### src/rtl/lpc_irq_consts.svh
// Purpose: offsets, field positions, reset values and counts of the host interrupt block
// Assumes: 32-bit apb data, one register per aligned word
// Notes:   definitions only
`ifndef LPC_IRQ_CONSTS_SVH
`define LPC_IRQ_CONSTS_SVH

// ****************************************************************
// register byte offsets
// ****************************************************************
`define OFS_ENABLE      8'h00
`define OFS_SELECT      8'h04
`define OFS_CONTROL     8'h08
`define OFS_OUTDATA     8'h0C
`define OFS_FLAGS       8'h10
`define OFS_IRQ_STATUS  8'h14
`define OFS_IRQ_MASK    8'h18

// ****************************************************************
// field positions
// ****************************************************************
`define BIT_EN6         0
`define BIT_EN9         1
`define BIT_EN10        2
`define BIT_SEL_CH3_STATUS_REGISTER    7
`define BIT_DIRECT      0
`define BIT_SWRESET     1
`define BIT_OBF         0
`define BIT_CH3_HW      1
`define EV_OBF_CLEARED  0
`define EV_LPC_RESET    1
`define EV_SERIRQ_DONE  2
`define EV_WIDTH        3

// ****************************************************************
// reset values
// ****************************************************************
`define RST_ENABLE      3'h0
`define RST_SELECT      8'h00
`define RST_MASK        3'h0

// ****************************************************************
// serial interrupt frame layout
// ****************************************************************
`define SLOT_INT11      4'hB
`define SLOT_INT10      4'hA
`define SLOT_INT9       4'h9
`define SLOT_INT6       4'h6
`define SLOT_SYSMGMT    4'h2
`define SLOT_INT12      4'hC
`define SLOT_INT1       4'h1
`define START_MIN_LOWS  4
`define SLOT_COUNT      16

`endif

### src/rtl/lpc_irq_pkg.sv
// Purpose: types shared by the host interrupt block and its bench
// Assumes: constants live in lpc_irq_consts.svh
// Notes:   request order matches the polarity select bits 6 down to 0
package lpc_irq_pkg;

  // ****************************************************************
  // host request set, msb first as in the select register
  // ****************************************************************
  typedef struct packed {
    logic int11;
    logic int10;
    logic int9;
    logic int6;
    logic sysmgmt;
    logic int12;
    logic int1;
  } host_req_t;

  // ****************************************************************
  // open-drain serial interrupt pin, driver side
  // ****************************************************************
  typedef struct packed {
    logic out;
    logic oe;
  } pin_drive_t;

  typedef enum logic [2:0] {
    SER_IDLE,
    SER_START_RECOV,
    SER_START_TURN,
    SER_SAMPLE,
    SER_RECOV,
    SER_TURN
  } ser_state_t;

endpackage

### src/rtl/lpc_host_irq_enable_select.sv
// Purpose: channel 2 host interrupt enables, select register and serial interrupt driver
// Assumes: lclk and serirq come from the host and are sampled by pclk
// Notes:   continuous serial interrupt mode only; the device never starts a cycle
//
// Summary of operation
// - the int10 enable (bit 2, reset 0) lets a data write that sets the output full flag raise int10.
// - with direct mode selected a set int10 enable raises int10 by itself, ignoring the flag.
// - the int10 enable clears on a write of 0 and, in flag mode, when the output full flag clears.
// - the int10 enable becomes 1 only on a write of 1 after software has read it as 0.
// - an lpc hardware or software reset clears the int10, int9 and int6 enables.
// - the int9 enable (bit 1, reset 0) gates int9 on the full flag in flag mode, drives it in direct.
// - the int9 enable becomes 1 only on a write of 1 after it was read as 0.
// - the int6 enable (bit 0, reset 0) gates int6 on the full flag in flag mode, drives it in direct.
// - the int6 enable becomes 1 only on a write of 1 after it was read as 0.
// - select bit 7 at 0 makes ch3 status bits 7..4 hardware bits; at 1 only with two-way mode.
// - select bits 6..0 set the polarity of int11, int10, int9, int6, sysmgmt, int12 and int1.
// - with polarity 0 the line floats for a clear request and is driven 0 for a set one.
// - with polarity 1 the line is driven 0 for a clear request and floats for a set one.
//
// Added by the designer: the APB slave port and the address map.
`include "lpc_irq_consts.svh"

module lpc_host_irq_enable_select
  import lpc_irq_pkg::*;
#(
  parameter int SLOTS = `SLOT_COUNT
)(
  // clock and reset
  input  wire logic        pclk,
  input  wire logic        presetn,
  // apb slave
  input  wire logic        psel,
  input  wire logic        penable,
  input  wire logic        pwrite,
  input  wire logic [7:0]  paddr,
  input  wire logic [31:0] pwdata,
  output logic      [31:0] prdata,
  output logic             pready,
  output logic             pslverr,
  // host side of channel 2 and other request sources
  input  wire logic        ch2_host_read,
  input  wire logic        two_way_register_enable,
  input  wire logic        host_request_11,
  input  wire logic        host_request_12,
  input  wire logic        host_request_1,
  input  wire logic        sysmgmt_request,
  output logic      [7:0]  ch2_output_data_reg,
  output logic             ch3_status_hw_mode,
  // lpc pins
  input  wire logic        lreset_n,
  input  wire logic        lclk,
  input  wire logic        serirq_in,
  output logic             serirq_out,
  output logic             serirq_oe,
  // interrupt to the slave cpu
  output logic             irq
);

  // ****************************************************************
  // apb decode
  // ****************************************************************
  logic [2:0]  enables;
  logic [2:0]  armed;
  logic [7:0]  host_interface_select;
  logic        direct_request_select;
  logic        ch2_outbuf_full_flag;
  logic [`EV_WIDTH-1:0] irq_status;
  logic [`EV_WIDTH-1:0] irq_mask;
  wire setup      = psel && !penable;
  wire access     = psel && penable;
  wire wr         = access && pwrite;
  wire rd         = access && !pwrite;
  wire hit_enable = paddr == `OFS_ENABLE;
  wire hit_select = paddr == `OFS_SELECT;
  wire hit_ctrl   = paddr == `OFS_CONTROL;
  wire hit_data   = paddr == `OFS_OUTDATA;
  wire hit_flags  = paddr == `OFS_FLAGS;
  wire hit_status = paddr == `OFS_IRQ_STATUS;
  wire hit_mask   = paddr == `OFS_IRQ_MASK;
  wire mapped     = hit_enable | hit_select | hit_ctrl | hit_data | hit_flags
                  | hit_status | hit_mask;
  assign pready  = 1'b1;
  assign pslverr = access && !mapped;

  // the select register is write-only, so it reads back as zero
  wire [31:0] read_mux =
      hit_enable ? {29'h0, enables}
    : hit_ctrl   ? {31'h0, direct_request_select}
    : hit_data   ? {24'h0, ch2_output_data_reg}
    : hit_flags  ? {30'h0, ch3_status_hw_mode, ch2_outbuf_full_flag}
    : hit_status ? {29'h0, irq_status}
    : hit_mask   ? {29'h0, irq_mask}
    : 32'h0;
  // ****************************************************************
  // lpc reset pin synchroniser
  // ****************************************************************
  logic [1:0] lreset_sync;
  always_ff @(posedge pclk or negedge presetn)
  begin
    if (!presetn)
      lreset_sync <= 2'h0;
    else
      lreset_sync <= {lreset_sync[0], lreset_n};
  end

  wire sw_reset  = wr && hit_ctrl && pwdata[`BIT_SWRESET];
  wire lpc_reset = !lreset_sync[1] || sw_reset;
  // ****************************************************************
  // output buffer full flag and data
  // ****************************************************************
  wire odr_write  = wr && hit_data;
  wire obf_clear  = ch2_host_read && ch2_outbuf_full_flag && !odr_write;
  // a data write in the same cycle as a host read keeps the flag set
  wire next_obf = odr_write ? 1'b1 : (ch2_host_read || lpc_reset) ? 1'b0
                : ch2_outbuf_full_flag;

  always_ff @(posedge pclk or negedge presetn)
  begin
    if (!presetn)
    begin
      ch2_outbuf_full_flag <= 1'b0;
      ch2_output_data_reg  <= 8'h00;
    end
    else
    begin
      ch2_outbuf_full_flag <= next_obf;
      if (odr_write)
        ch2_output_data_reg <= pwdata[7:0];
    end
  end
  // ****************************************************************
  // channel 2 enable bits
  // ****************************************************************
  wire read_enables = rd && hit_enable;
  wire wr_enables   = wr && hit_enable;
  wire flag_drop    = !direct_request_select && obf_clear;
  logic [2:0] next_enables;
  logic [2:0] next_armed;
  genvar g;
  generate
    for (g = 0; g < 3; g++)
    begin : g_en
      // set only after a read returned 0; set wins over a flag clear
      wire set_bit = wr_enables && pwdata[g] && armed[g];
      wire clr_bit = (wr_enables && !pwdata[g]) || flag_drop;
      assign next_enables[g] = lpc_reset ? 1'b0
                             : set_bit   ? 1'b1
                             : clr_bit   ? 1'b0
                             : enables[g];
      // any write consumes the arming read
      assign next_armed[g] = read_enables ? !prdata[g] : wr_enables ? 1'b0 : armed[g];
    end
  endgenerate

  always_ff @(posedge pclk or negedge presetn)
  begin
    if (!presetn)
    begin
      enables <= `RST_ENABLE;
      armed   <= 3'h0;
    end
    else
    begin
      enables <= next_enables;
      armed   <= next_armed;
    end
  end
  // ****************************************************************
  // select and control registers
  // ****************************************************************
  always_ff @(posedge pclk or negedge presetn)
  begin
    if (!presetn)
    begin
      host_interface_select <= `RST_SELECT;
      direct_request_select <= 1'b0;
    end
    else
    begin
      if (wr && hit_select)
        host_interface_select <= pwdata[7:0];
      if (wr && hit_ctrl)
        direct_request_select <= pwdata[`BIT_DIRECT];
    end
  end

  assign ch3_status_hw_mode = !host_interface_select[`BIT_SEL_CH3_STATUS_REGISTER]
                            || two_way_register_enable;
  // ****************************************************************
  // host request levels
  // ****************************************************************
  wire gate = direct_request_select || ch2_outbuf_full_flag;
  host_req_t req;
  assign req.int11   = host_request_11;
  assign req.int10   = enables[`BIT_EN10] && gate;
  assign req.int9    = enables[`BIT_EN9] && gate;
  assign req.int6    = enables[`BIT_EN6] && gate;
  assign req.sysmgmt = sysmgmt_request;
  assign req.int12   = host_request_12;
  assign req.int1    = host_request_1;

  // polarity 1 inverts: drive low while clear, float while set
  wire [6:0] pull_low = req ^ host_interface_select[6:0];
  wire [6:0][3:0] slot_of = {`SLOT_INT11, `SLOT_INT10, `SLOT_INT9, `SLOT_INT6,
                             `SLOT_SYSMGMT, `SLOT_INT12, `SLOT_INT1};
  // ****************************************************************
  // link clock and serial line sampling
  // ****************************************************************
  logic [1:0] lclk_sync;
  logic [1:0] ser_sync;
  logic       lclk_prev;
  always_ff @(posedge pclk or negedge presetn)
  begin
    if (!presetn)
    begin
      lclk_sync <= 2'h0;
      ser_sync  <= 2'h3;
      lclk_prev <= 1'b0;
    end
    else
    begin
      lclk_sync <= {lclk_sync[0], lclk};
      ser_sync  <= {ser_sync[0], serirq_in};
      lclk_prev <= lclk_sync[1];
    end
  end

  wire lclk_rise = lclk_sync[1] && !lclk_prev;
  wire line      = ser_sync[1];
  // ****************************************************************
  // serial interrupt frame tracker
  // ****************************************************************
  ser_state_t state;
  ser_state_t next_state;
  logic [3:0] low_count;
  logic [3:0] slot;
  logic [6:0] drove;
  logic [3:0] next_low_count;
  logic [3:0] next_slot;
  wire        last_slot = slot == 4'(SLOTS - 1);
  always_comb
  begin
    next_state     = state;
    next_low_count = low_count;
    next_slot      = slot;
    case (state)
      SER_IDLE:
      begin
        // a short low is a stop frame or noise; the first high is the host's recovery
        next_low_count = line ? 4'h0 : low_count + {3'h0, low_count != 4'hF};
        if (line && low_count >= 4'(`START_MIN_LOWS))
          next_state = SER_START_RECOV;
      end
      SER_START_RECOV: next_state = SER_START_TURN;
      SER_START_TURN:
      begin
        next_state = SER_SAMPLE;
        next_slot  = 4'h0;
      end
      SER_SAMPLE: next_state = SER_RECOV;
      SER_RECOV:  next_state = SER_TURN;
      SER_TURN:
      begin
        next_state = last_slot ? SER_IDLE : SER_SAMPLE;
        next_slot  = last_slot ? 4'h0 : slot + 4'h1;
      end
      default: next_state = SER_IDLE;
    endcase
  end

  // drive decision per request, each only in its own slot
  logic [6:0] drive_now;
  generate
    for (g = 0; g < 7; g++)
    begin : g_slot
      assign drive_now[g] = pull_low[g] && slot_of[g] == next_slot;
    end
  endgenerate
  wire in_sample = next_state == SER_SAMPLE;
  wire in_recov  = next_state == SER_RECOV;
  wire cycle_end = lclk_rise && state == SER_TURN && last_slot;

  always_ff @(posedge pclk or negedge presetn)
  begin
    if (!presetn)
    begin
      state      <= SER_IDLE;
      low_count  <= 4'h0;
      slot       <= 4'h0;
      drove      <= 7'h0;
      serirq_out <= 1'b1;
      serirq_oe  <= 1'b0;
    end
    else if (lclk_rise)
    begin
      state     <= next_state;
      low_count <= next_low_count;
      slot      <= next_slot;
      // sample phase pulls low, recovery drives high once, else float
      drove      <= in_sample ? drive_now : 7'h0;
      serirq_out <= !in_sample;
      serirq_oe  <= (in_sample && |drive_now) || (in_recov && |drove);
    end
  end
  // ****************************************************************
  // slave interrupt: sticky status, read clears, set wins
  // ****************************************************************
  logic [`EV_WIDTH-1:0] events;
  assign events[`EV_OBF_CLEARED] = obf_clear;
  assign events[`EV_LPC_RESET]   = lpc_reset;
  assign events[`EV_SERIRQ_DONE] = cycle_end;
  wire status_read = rd && hit_status;
  always_ff @(posedge pclk or negedge presetn)
  begin
    if (!presetn)
    begin
      irq_status <= '0;
      irq_mask   <= `RST_MASK;
      irq        <= 1'b0;
      prdata     <= 32'h0;
    end
    else
    begin
      // clear only what the read returned, so an event during its setup cycle survives
      irq_status <= events | (irq_status & ~(prdata[`EV_WIDTH-1:0] & {`EV_WIDTH{status_read}}));
      if (wr && hit_mask)
        irq_mask <= pwdata[`EV_WIDTH-1:0];
      irq <= |(irq_status & irq_mask);
      if (setup && !pwrite)
        prdata <= read_mux;
    end
  end

endmodule

### config.mk
export PLATFORM = sky130hd
export DESIGN_NAME = lpc_host_irq_enable_select
export DESIGN_NICKNAME = d
export VERILOG_FILES = /design/src/rtl/lpc_irq_pkg.sv /design/src/rtl/lpc_host_irq_enable_select.sv
export VERILOG_INCLUDE_DIRS = /design/src /design/src/rtl
export SDC_FILE = /design/constraint.sdc
export NUM_CORES = 1
export LEC_CHECK = 0
export ABC_AREA = 0
export BUFFER_PORTS_ARGS = -buffer_cell sky130_fd_sc_hd__buf_2
export CAP_MARGIN = 20
export CELL_PAD_IN_SITES_DETAIL_PLACEMENT = 1
export CELL_PAD_IN_SITES_GLOBAL_PLACEMENT = 1
export CORE_UTILIZATION = 25
export DETAILED_ROUTE_END_ITERATION = 6
export PLACE_DENSITY = 0.55
export SYNTH_ARGS = -nofsm -noshare
export SYNTH_HDL_FRONTEND = slang
export SYNTH_SLANG_ARGS = --single-unit
### constraint.sdc
create_clock -name pclk -period 2.7 [get_ports pclk]
set_input_delay 0.54 -clock pclk [delete_from_list [all_inputs] [get_ports pclk]]
set_output_delay 0.54 -clock pclk [all_outputs]
set_load 0.01 [all_outputs]
Word level (Yosys, flattened, before mapping)
Index checks and enable logic that the tools add are counted.
{"block": "totals", "ff_bits": 90, "latchBits": 0, "mem_bits_rw": 0, "rom_bits": 0, "inputBits": 54, "output_inout_bits": 46, "word_cells": 163, "mem_count": 0}
{"block": "op_classes", "add_sub_neg": 2, "multipliers": 0, "div": 0, "magnitude_cmp": 1, "eq_ne": 22, "shifts": 0, "muxes": 28, "bitwise": 12, "n_reduce_logical": 76}
{"operator": "$logic_and 1x1->1", "n": 42}
{"operator": "$eq 8x5->1 const B", "n": 3}
{"operator": "$mux 8", "n": 3}
{"operator": "$pmux 3 s6", "n": 1}
{"operator": "$eq 4x4->1 const A", "n": 4}
{"operator": "$eq 8x4->1 const B", "n": 2}
{"operator": "$logic_not 1->1", "n": 15}
{"operator": "$mux 1", "n": 15}
{"operator": "$reduce_or 7->1", "n": 2}
{"operator": "$mux 3", "n": 4}
{"operator": "$and 3x3->3", "n": 3}
{"operator": "$eq 3x2->1 const B", "n": 3}
{"operator": "$eq 3x3->1 const B", "n": 3}
{"operator": "$reduce_bool 3->1", "n": 3}
{"operator": "$eq 8x3->1 const B", "n": 1}
{"operator": "$logic_not 8->1", "n": 1}
{"operator": "$logic_or 1x1->1", "n": 8}
{"operator": "$mux 4", "n": 2}
{"operator": "$pmux 4 s2", "n": 1}
{"operator": "$mux 7", "n": 1}
{"operator": "$xor 7x7->7", "n": 1}
{"operator": "$or 1x1->1", "n": 6}
{"operator": "$add 4x1->4", "n": 1}
{"operator": "$add 4x1->4 const B", "n": 1}
{"operator": "14 further kinds", "n": 15}

Longest topological paths before layout
Gate-level depths: netlist of run 1.
{"block": "logic_depth", "ltp_word": 10, "mapped_depth": 8}

Least setup slack after synthesis of run 1
Ideal clock, no wire load.
{"block": "synth_path", "kind": "reg2reg", "startpoint": "register state[2]", "endpoint": "register serirq_oe", "arrival_time_ps": 2094, "required_time_ps": 2618, "slack_ps": 524, "path_stages_with_launch": 9, "path_buffers": 2, "synth_period_minus_slack_ps": 2176, "path_cell_list": "dfrtp_1 -> buf_6 -> or3b_4 -> and3_4 -> or2_0 -> buf_6 -> or3_4 -> a211o_1 -> a31oi_1"}
{"block": "synth_via", "elab_chain_len": 7, "elab_cells_between_ends": 29}
{"element": "from (decl)", "line_no": "lpc_host_irq_enable_select.sv:233", "source": "ser_state_t state;"}
{"element": "from (signal assigned)", "line_no": "lpc_host_irq_enable_select.sv:296", "source": "state <= next_state;"}
{"element": "$eq 3x3->1 / $eq 3x2->1 (equally long branches)", "line_no": "lpc_host_irq_enable_select.sv:246", "source": "case (state)"}
{"element": "$pmux 4 s2", "line_no": "lpc_host_irq_enable_select.sv:246"}
{"element": "$eq 1x4->1, or another cell as far along", "line_no": "lpc_host_irq_enable_select.sv:276", "source": "assign drive_now[g] = pull_low[g] && slot_of[g] == next_slot;"}
{"element": "$logic_and 1x1->1", "line_no": "lpc_host_irq_enable_select.sv:276"}
{"element": "$reduce_or 7->1", "line_no": "lpc_host_irq_enable_select.sv:302", "source": "serirq_oe <= (in_sample && |drive_now) || (in_recov && |drove);"}
{"element": "$logic_and 1x1->1", "line_no": "lpc_host_irq_enable_select.sv:302"}
{"element": "$logic_or 1x1->1 (*)", "line_no": "lpc_host_irq_enable_select.sv:302"}
{"element": "to (signal assigned)", "line_no": "lpc_host_irq_enable_select.sv:302"}
{"element": "to (decl)", "line_no": "lpc_host_irq_enable_select.sv:54", "source": "output logic serirq_oe,"}
Every way passes the cells marked *; elsewhere a longest branch is shown, timed or not.
A chain may end at the register's enable or synchronous reset.

Worst setup path after layout of run 1
{"block": "layout_path", "startpoint": "register state[1]", "endpoint": "register serirq_oe"}
The elaborated chain is that of the path after synthesis.

==> flow_summary.json, run 1 <==
{
  "result_of_the_run": "finished, final reports clean",
  "synth_warn": 0,
  "synth_cells": 328,
  "critPathLaunchType": "flop",
  "firstDrtPassIters": 4,
  "slew-limit-headroom_pct": 45.23,
  "routed_wire_length_per_instance_um": 15.23,
  "fraction_of_synthesis_flops_using_an_asynchronous_set_or_reset_pin_pct": 100.0,
  "synth-main-ff-cell": "sky130_fd_sc_hd__dfrtp_1",
  "cts_setup_buffers": 0,
  "grt_pass1_wl_mm": 14.04,
  "io_buffers": 50,
  "maxSlewViolCount": 0,
  "floorplan.die_area_um2": 14010,
  "cts_buffer_count": 9,
  "setup.worst_path.end_class": "flop",
  "cts.sinks": 66,
  "area_growth_syn_to_layout_pct": 20.92,
  "grt.total_usage_pct": 12.88,
  "worst_slew_pin_slew_ps": 821.5,
  "clock.fmax_mhz": 417.2,
  "postLayoutCellArea_um2": 4093,
  "final-instance-count-excl-fill": 562,
  "flops_latches_synth": 66,
  "max_cap_viol_count": 0,
  "grt.overflow.total": 0,
  "hp-class": "primary input to async pin",
  "place_inst": 546,
  "initial_core_util_pct": 25.56,
  "die_h_um": 118.4,
  "period_needed_ps": 2397,
  "critical_path.max_fanout": 10,
  "grt_setup_unrepaired": "no",
  "htree_levels": 3,
  "number_of_antenna_violations_at_the_first_check_in_global_routing": 0,
  "antenna_cells": 0,
  "clk_latency_ps": 340,
  "synth_cell_type_count": 56,
  "clk_transition_reported_paths_ps": 60,
  "power.density_nw_per_um2": 729.4,
  "syn-mean-instance-area_um2": 10.32,
  "yosysTopAreaCell": "sky130_fd_sc_hd__dfrtp_1",
  "grt_pass1_vias": 2700,
  "core.rowCount": 42,
  "cp.arrival_ps": 2650,
  "final_nets": 438,
  "clk_root_buffer_cell": "sky130_fd_sc_hd__clkbuf_16",
  "cts.repair.resized": 0,
  "core_region_area_um2": 13240,
  "synth_area_um2": 3384,
  "routed_via_density": 4.633,
  "placed_area_um2": 3744,
  "ys_seq_area_share_pct": 48.91,
  "setup-tns-final_ps": 0,
  "die_x_um": 118.4,
  "drt_iter0_markers": 83,
  "dp.final_hpwl_mm": 6.220,
  "timing_hold_violations_final": 0,
  "post_route_cells_drive_above_1_share_pct": 27.72,
  "path_class": "flop to flop",
  "final.fill_count": 1549,
  "antenna_left": 0,
  "boundaryPins": 100,
  "finalPower_mw": 2.985,
  "max-clock-path-buffers": 2,
  "cts_hold_repair.buffers": 0,
  "leakagePower_nw": 1.920,
  "synth.top_cells.by_area": "sky130_fd_sc_hd__dfrtp_1, sky130_fd_sc_hd__mux2_2, sky130_fd_sc_hd__buf_4",
  "setup-violations-final": 0,
  "tritoncts": "built",
  "clock-skew-final_ps": 7.182,
  "synth_edf_count": 0,
  "synthDominantCellAreaShare_pct": 46.58,
  "wl_mm": 8.557,
  "grt_max_degree": 67,
  "fin_crit_sh_pct": 88.77,
  "critPathRequiredTime_ps": 2950,
  "vias_post_dr": 2604,
  "ir_worst_vdd_mv": 0.3121,
  "route.detailed.drc": 0,
  "globalplace.congestion": 0.7605
}
==> synth_stat cells (5+ instances only) <==
cell / instances
sky130_fd_sc_hd__nand2b_1: 5
sky130_fd_sc_hd__dfrtp_1: 63
sky130_fd_sc_hd__nor2_1: 20
sky130_fd_sc_hd__nand2_1: 49
sky130_fd_sc_hd__clkbuf_1: 9
sky130_fd_sc_hd__a22oi_1: 7
sky130_fd_sc_hd__nor3_1: 6
sky130_fd_sc_hd__mux2_2: 24
sky130_fd_sc_hd__a21oi_1: 6
sky130_fd_sc_hd__nand3_1: 8
sky130_fd_sc_hd__a22o_1: 5
sky130_fd_sc_hd__buf_4: 25
sky130_fd_sc_hd__xnor2_1: 5
sky130_fd_sc_hd__o21ai_0: 21
==> cell type report <==
type | instances | area (µm²) | share of cell area [%]
timing repair buffer | 56 | 307.8 | 7.521
clock inverter | 7 | 123.9 | 3.027
inverter | 2 | 7.507 | 0.1834
multi-input combinational | 246 | 1553 | 37.94
clock buffer | 9 | 225.2 | 5.503
sequential | 66 | 1655 | 40.45
tap | 176 | 220.2 | 5.381
==> stage by stage <==
step                util [%]  hold slack, ps  worst slack, ps
finish                 30.91           194.4            303.2
floorplan                  -           244.4            524.4
global route           30.91           253.2            163.2
detailed placement     28.27           336.3            336.6
CTS                    30.91           233.0            304.8
global placement       28.27           339.8            342.8
==> cell families (layout without fill, tap and decap cells) <==
family                     after synthesis  after routing  synth area share, %
AOI/OAI and AO/OA                       66             66                14.01
xor gates and xnor gates                 8              8                2.070
adders and majority gates                3              3                1.109
buffers and inverters                   39             74                7.763
DFF                                     66             66                48.91
muxes                                   26             26                8.577
other                                    2             25               0.2219
and+or+nand+nor                        118            118                17.34
==> metal layers <==
metal | vias to the layer above | share of wire [%] | global-route usage [%]
met2 | 83 | 47 | 21.18
met1 | 1274 | 46 | 16.32
met5 | - | 0 | 0
li1 | 1232 | - | -
met4 | 0 | 1.8 | 5.208
met3 | 15 | 4.4 | 2.847
==> final timing paths <==
kind | to | slack, ps | cells after the start | from
worst max-delay path | serirq_oe | 300 | 6 | state[1]
worst min-delay path | prdata[0] | 190 | 2 | presetn
worst max register to register | serirq_oe | 300 | 6 | state[1]
worst min register to register | lclk_sync[1] | 350 | 0 | lclk_sync[0]
max in group asynchronous | serirq_out | 2170 | 2 | presetn
min in group pclk | ser_sync[0] | 300 | 1 | serirq_in
==> power breakdown <==
| part | switching, mW | leakage (nW) | internal, mW | total (mW) |
|---|---|---|---|---|
| combinational | 0.276 | 0.871 | 0.178 | 0.454 |
| clock | 0.479 | 0.167 | 0.910 | 1.39 |
| sequential | 0.0813 | 0.882 | 1.06 | 1.14 |
==> cell usage in the layout, fill, tap and decap left out, types with 4 or more instances in the layout <==
master,netlist,routed
sky130_fd_sc_hd__buf_2,0,50
sky130_fd_sc_hd__o21ai_0,21,21
sky130_fd_sc_hd__nor2b_1,4,4
sky130_fd_sc_hd__a22o_1,5,5
sky130_fd_sc_hd__nand2b_1,5,5
sky130_fd_sc_hd__mux2_2,24,24
sky130_fd_sc_hd__buf_4,25,5
sky130_fd_sc_hd__dfrtp_1,63,63
sky130_fd_sc_hd__nand2_1,49,49
sky130_fd_sc_hd__xnor2_1,5,5
sky130_fd_sc_hd__nand4_1,4,4
sky130_fd_sc_hd__a21oi_1,6,6
sky130_fd_sc_hd__nor2_1,20,20
sky130_fd_sc_hd__clkbuf_16,0,9
sky130_fd_sc_hd__nand3_1,8,8
sky130_fd_sc_hd__nor3_1,6,6
sky130_fd_sc_hd__conb_1,2,25
sky130_fd_sc_hd__a22oi_1,7,7
sky130_fd_sc_hd__nand3b_1,4,4
==> critical path: stages (launching register included) <==
cell and delay, ps:
sky130_fd_sc_hd__dfrtp_1 480, sky130_fd_sc_hd__or3b_4 450, sky130_fd_sc_hd__and3_4 200, sky130_fd_sc_hd__or2_0 350, sky130_fd_sc_hd__or3_4 460, sky130_fd_sc_hd__a211o_1 240
sky130_fd_sc_hd__a31oi_1 130
No activity file was read; power rests on OpenSTA's default activity.
==> inputs of run 2 (changes only) <==
Settings changed: MAX_ROUTING_LAYER from default to met4, REMOVE_ABC_BUFFERS from default to 1.
==> run 2 against run 1 <==
Against the previous run:
- sequential cell count is the same
- core utilization is 0.18 points lower
- sequential share of layout area is 0.24 points higher
- register-to-register slack lost 30 ps
- via count shrank 0.61%
- power shrank 3.9%
- die area is the same
- first-iteration DRC count is 28% higher
- non-clock buffer count increased by 1
- cell area shrank 0.58%
- critical path type unchanged
- global-route usage increased by 1.5 points
- cell count is the same
==> flow_summary.json, run 2 (synthesis gave the netlist of run 1 again) <==
{
  "routed_via_density": 4.605,
  "maxSlewViolCount": 0,
  "fin_crit_sh_pct": 90.04,
  "busiest_layer": "met2",
  "cts_hold_repair.buffers": 0,
  "timing.critical_path.slowest_stage_cell": "sky130_fd_sc_hd__dfrtp_1",
  "grt_pass1_wl_mm": 15.11,
  "setup.worst_path.end": "serirq_oe",
  "cts_setup_buffers": 0,
  "critical_path.max_fanout": 7,
  "cp.depth": 8,
  "crit_chain": "ha_1 > and3_1 > nor3_1 > or2_0 > buf_4 > nand3_1 > a311o_1 > a31oi_1",
  "route.detailed.drc": 0,
  "clk_transition_reported_paths_ps": 50,
  "core_region_area_um2": 13240,
  "die_x_um": 118.4,
  "layout_common_cells": "sky130_fd_sc_hd__dfrtp_1, sky130_fd_sc_hd__buf_2, sky130_fd_sc_hd__nand2_1",
  "globalRouteMet2Util_pct": 22.21,
  "antenna_left": 0,
  "critical_path.startpoint": "slot[0]",
  "use_met3_pct": 4.295,
  "boundaryPins": 100,
  "final_nets": 439,
  "leakagePower_nw": 1.917,
  "die_h_um": 118.4,
  "cts_buffer_count": 9,
  "max_cap_viol_count": 0,
  "result_of_the_run": "finished, final reports clean",
  "dp.final_hpwl_mm": 6.524,
  "clk_root_buffer_cell": "sky130_fd_sc_hd__clkbuf_16",
  "timing_hold_violations_final": 0,
  "antenna_cells": 0,
  "grt_use_met1_pct": 18.15,
  "clock.fmax_mhz": 411.4,
  "post_route_cells_drive_above_1_share_pct": 27.72,
  "ir_worst_vdd_mv": 0.2702,
  "globalplace.congestion": 0.8066,
  "routed_wire_length_per_instance_um": 15.93,
  "cp.arrival_ps": 2680,
  "worst-path-buf-inv": 1,
  "max_stage_delay_ps": 420,
  "drt_iter0_markers": 106,
  "vias_post_dr": 2588,
  "critPathLaunchType": "flop",
  "timing.rr.start": "slot[0]",
  "grt_max_degree": 67,
  "wl_mm": 8.953,
  "final_common_cell": "sky130_fd_sc_hd__dfrtp_1",
  "grt_pass1_vias": 2720,
  "critPathTopFamily": "simple AND/OR/NAND/NOR gates",
  "io_buffers": 50,
  "cts.repair.resized": 0,
  "number_of_antenna_violations_at_the_first_check_in_global_routing": 0,
  "clk_latency_ps": 330,
  "reg2reg_slack_ps": 270,
  "setup-tns-final_ps": 0,
  "critPathRequiredTime_ps": 2950,
  "finalPower_mw": 2.869,
  "worstRegToRegCells": 8,
  "grt.total_usage_pct": 14.42,
  "period_needed_ps": 2431,
  "floorplan.die_area_um2": 14010,
  "timing.rr.end": "serirq_oe",
  "initial_core_util_pct": 25.56,
  "setup.worst_path.end_class": "flop",
  "power.density_nw_per_um2": 705.1,
  "grt.overflow.total": 0,
  "path_class": "flop to flop",
  "area_growth_syn_to_layout_pct": 20.22,
  "setup-violations-final": 0,
  "slew-limit-headroom_pct": 40.19,
  "htree_levels": 3,
  "clock-skew-final_ps": 5.077,
  "tritoncts": "built",
  "worst_slew_pin_slew_ps": 897.2,
  "core.rowCount": 42,
  "max-clock-path-buffers": 2,
  "grt_setup_unrepaired": "no",
  "firstDrtPassIters": 4,
  "hp-class": "primary input to async pin",
  "cts.sinks": 66
}
run 2: metal layers:
layer	vias up	share of wire, %
li1	1238	-
met1	1286	46
met2	54	49
met3	10	3.8
met4	0	1.4
met5	-	0
run 2: cell type report:
class                   count  area (µm²)
clock inverters             5       78.83
clock buffers              10       239.0
well taps                 176       220.2
flip-flops and latches     66        1655
repair buffers             57       315.3
multi-input cells         246        1553
inverters                   2       7.507
fillers                  1540        9174
run 2: how the worst min path moves through the flow:
| stage | startpoint | to | cells after the start |
|---|---|---|---|
| 6_report | presetn | low_count[2] | 2 |
| 5_1_grt | presetn | low_count[2] | 2 |
| 4_1_cts | presetn | prdata[5] | 2 |
| 3_5_place_dp | lreset_sync[0] | lreset_sync[1] | 0 |
| 3_3_place_gp | lreset_sync[0] | lreset_sync[1] | 0 |
| 2_1_floorplan | presetn | armed[0] | 0 |
run 2: power by group:
group,internal (mW),total (mW),switching [mW]
sequential,1.06,1.14,0.0827
clock,0.826,1.27,0.439
combinational,0.184,0.461,0.277
run 2: metrics by stage:
stage / setup WS (ps) / cells / utilization, % / area, µm² / hold slack [ps]
floorplan: 464.9 / 314 / - / 3216 / 244.4
CTS: 266.7 / 562 / 30.73 / 4069 / 241.5
finish: 269.0 / 562 / 30.73 / 4069 / 217.1
global placement: 336.1 / 547 / 28.33 / 3751 / 335.8
detailed placement: 282.7 / 547 / 28.33 / 3751 / 340.3
global route: 108.7 / 562 / 30.73 / 4069 / 253.7
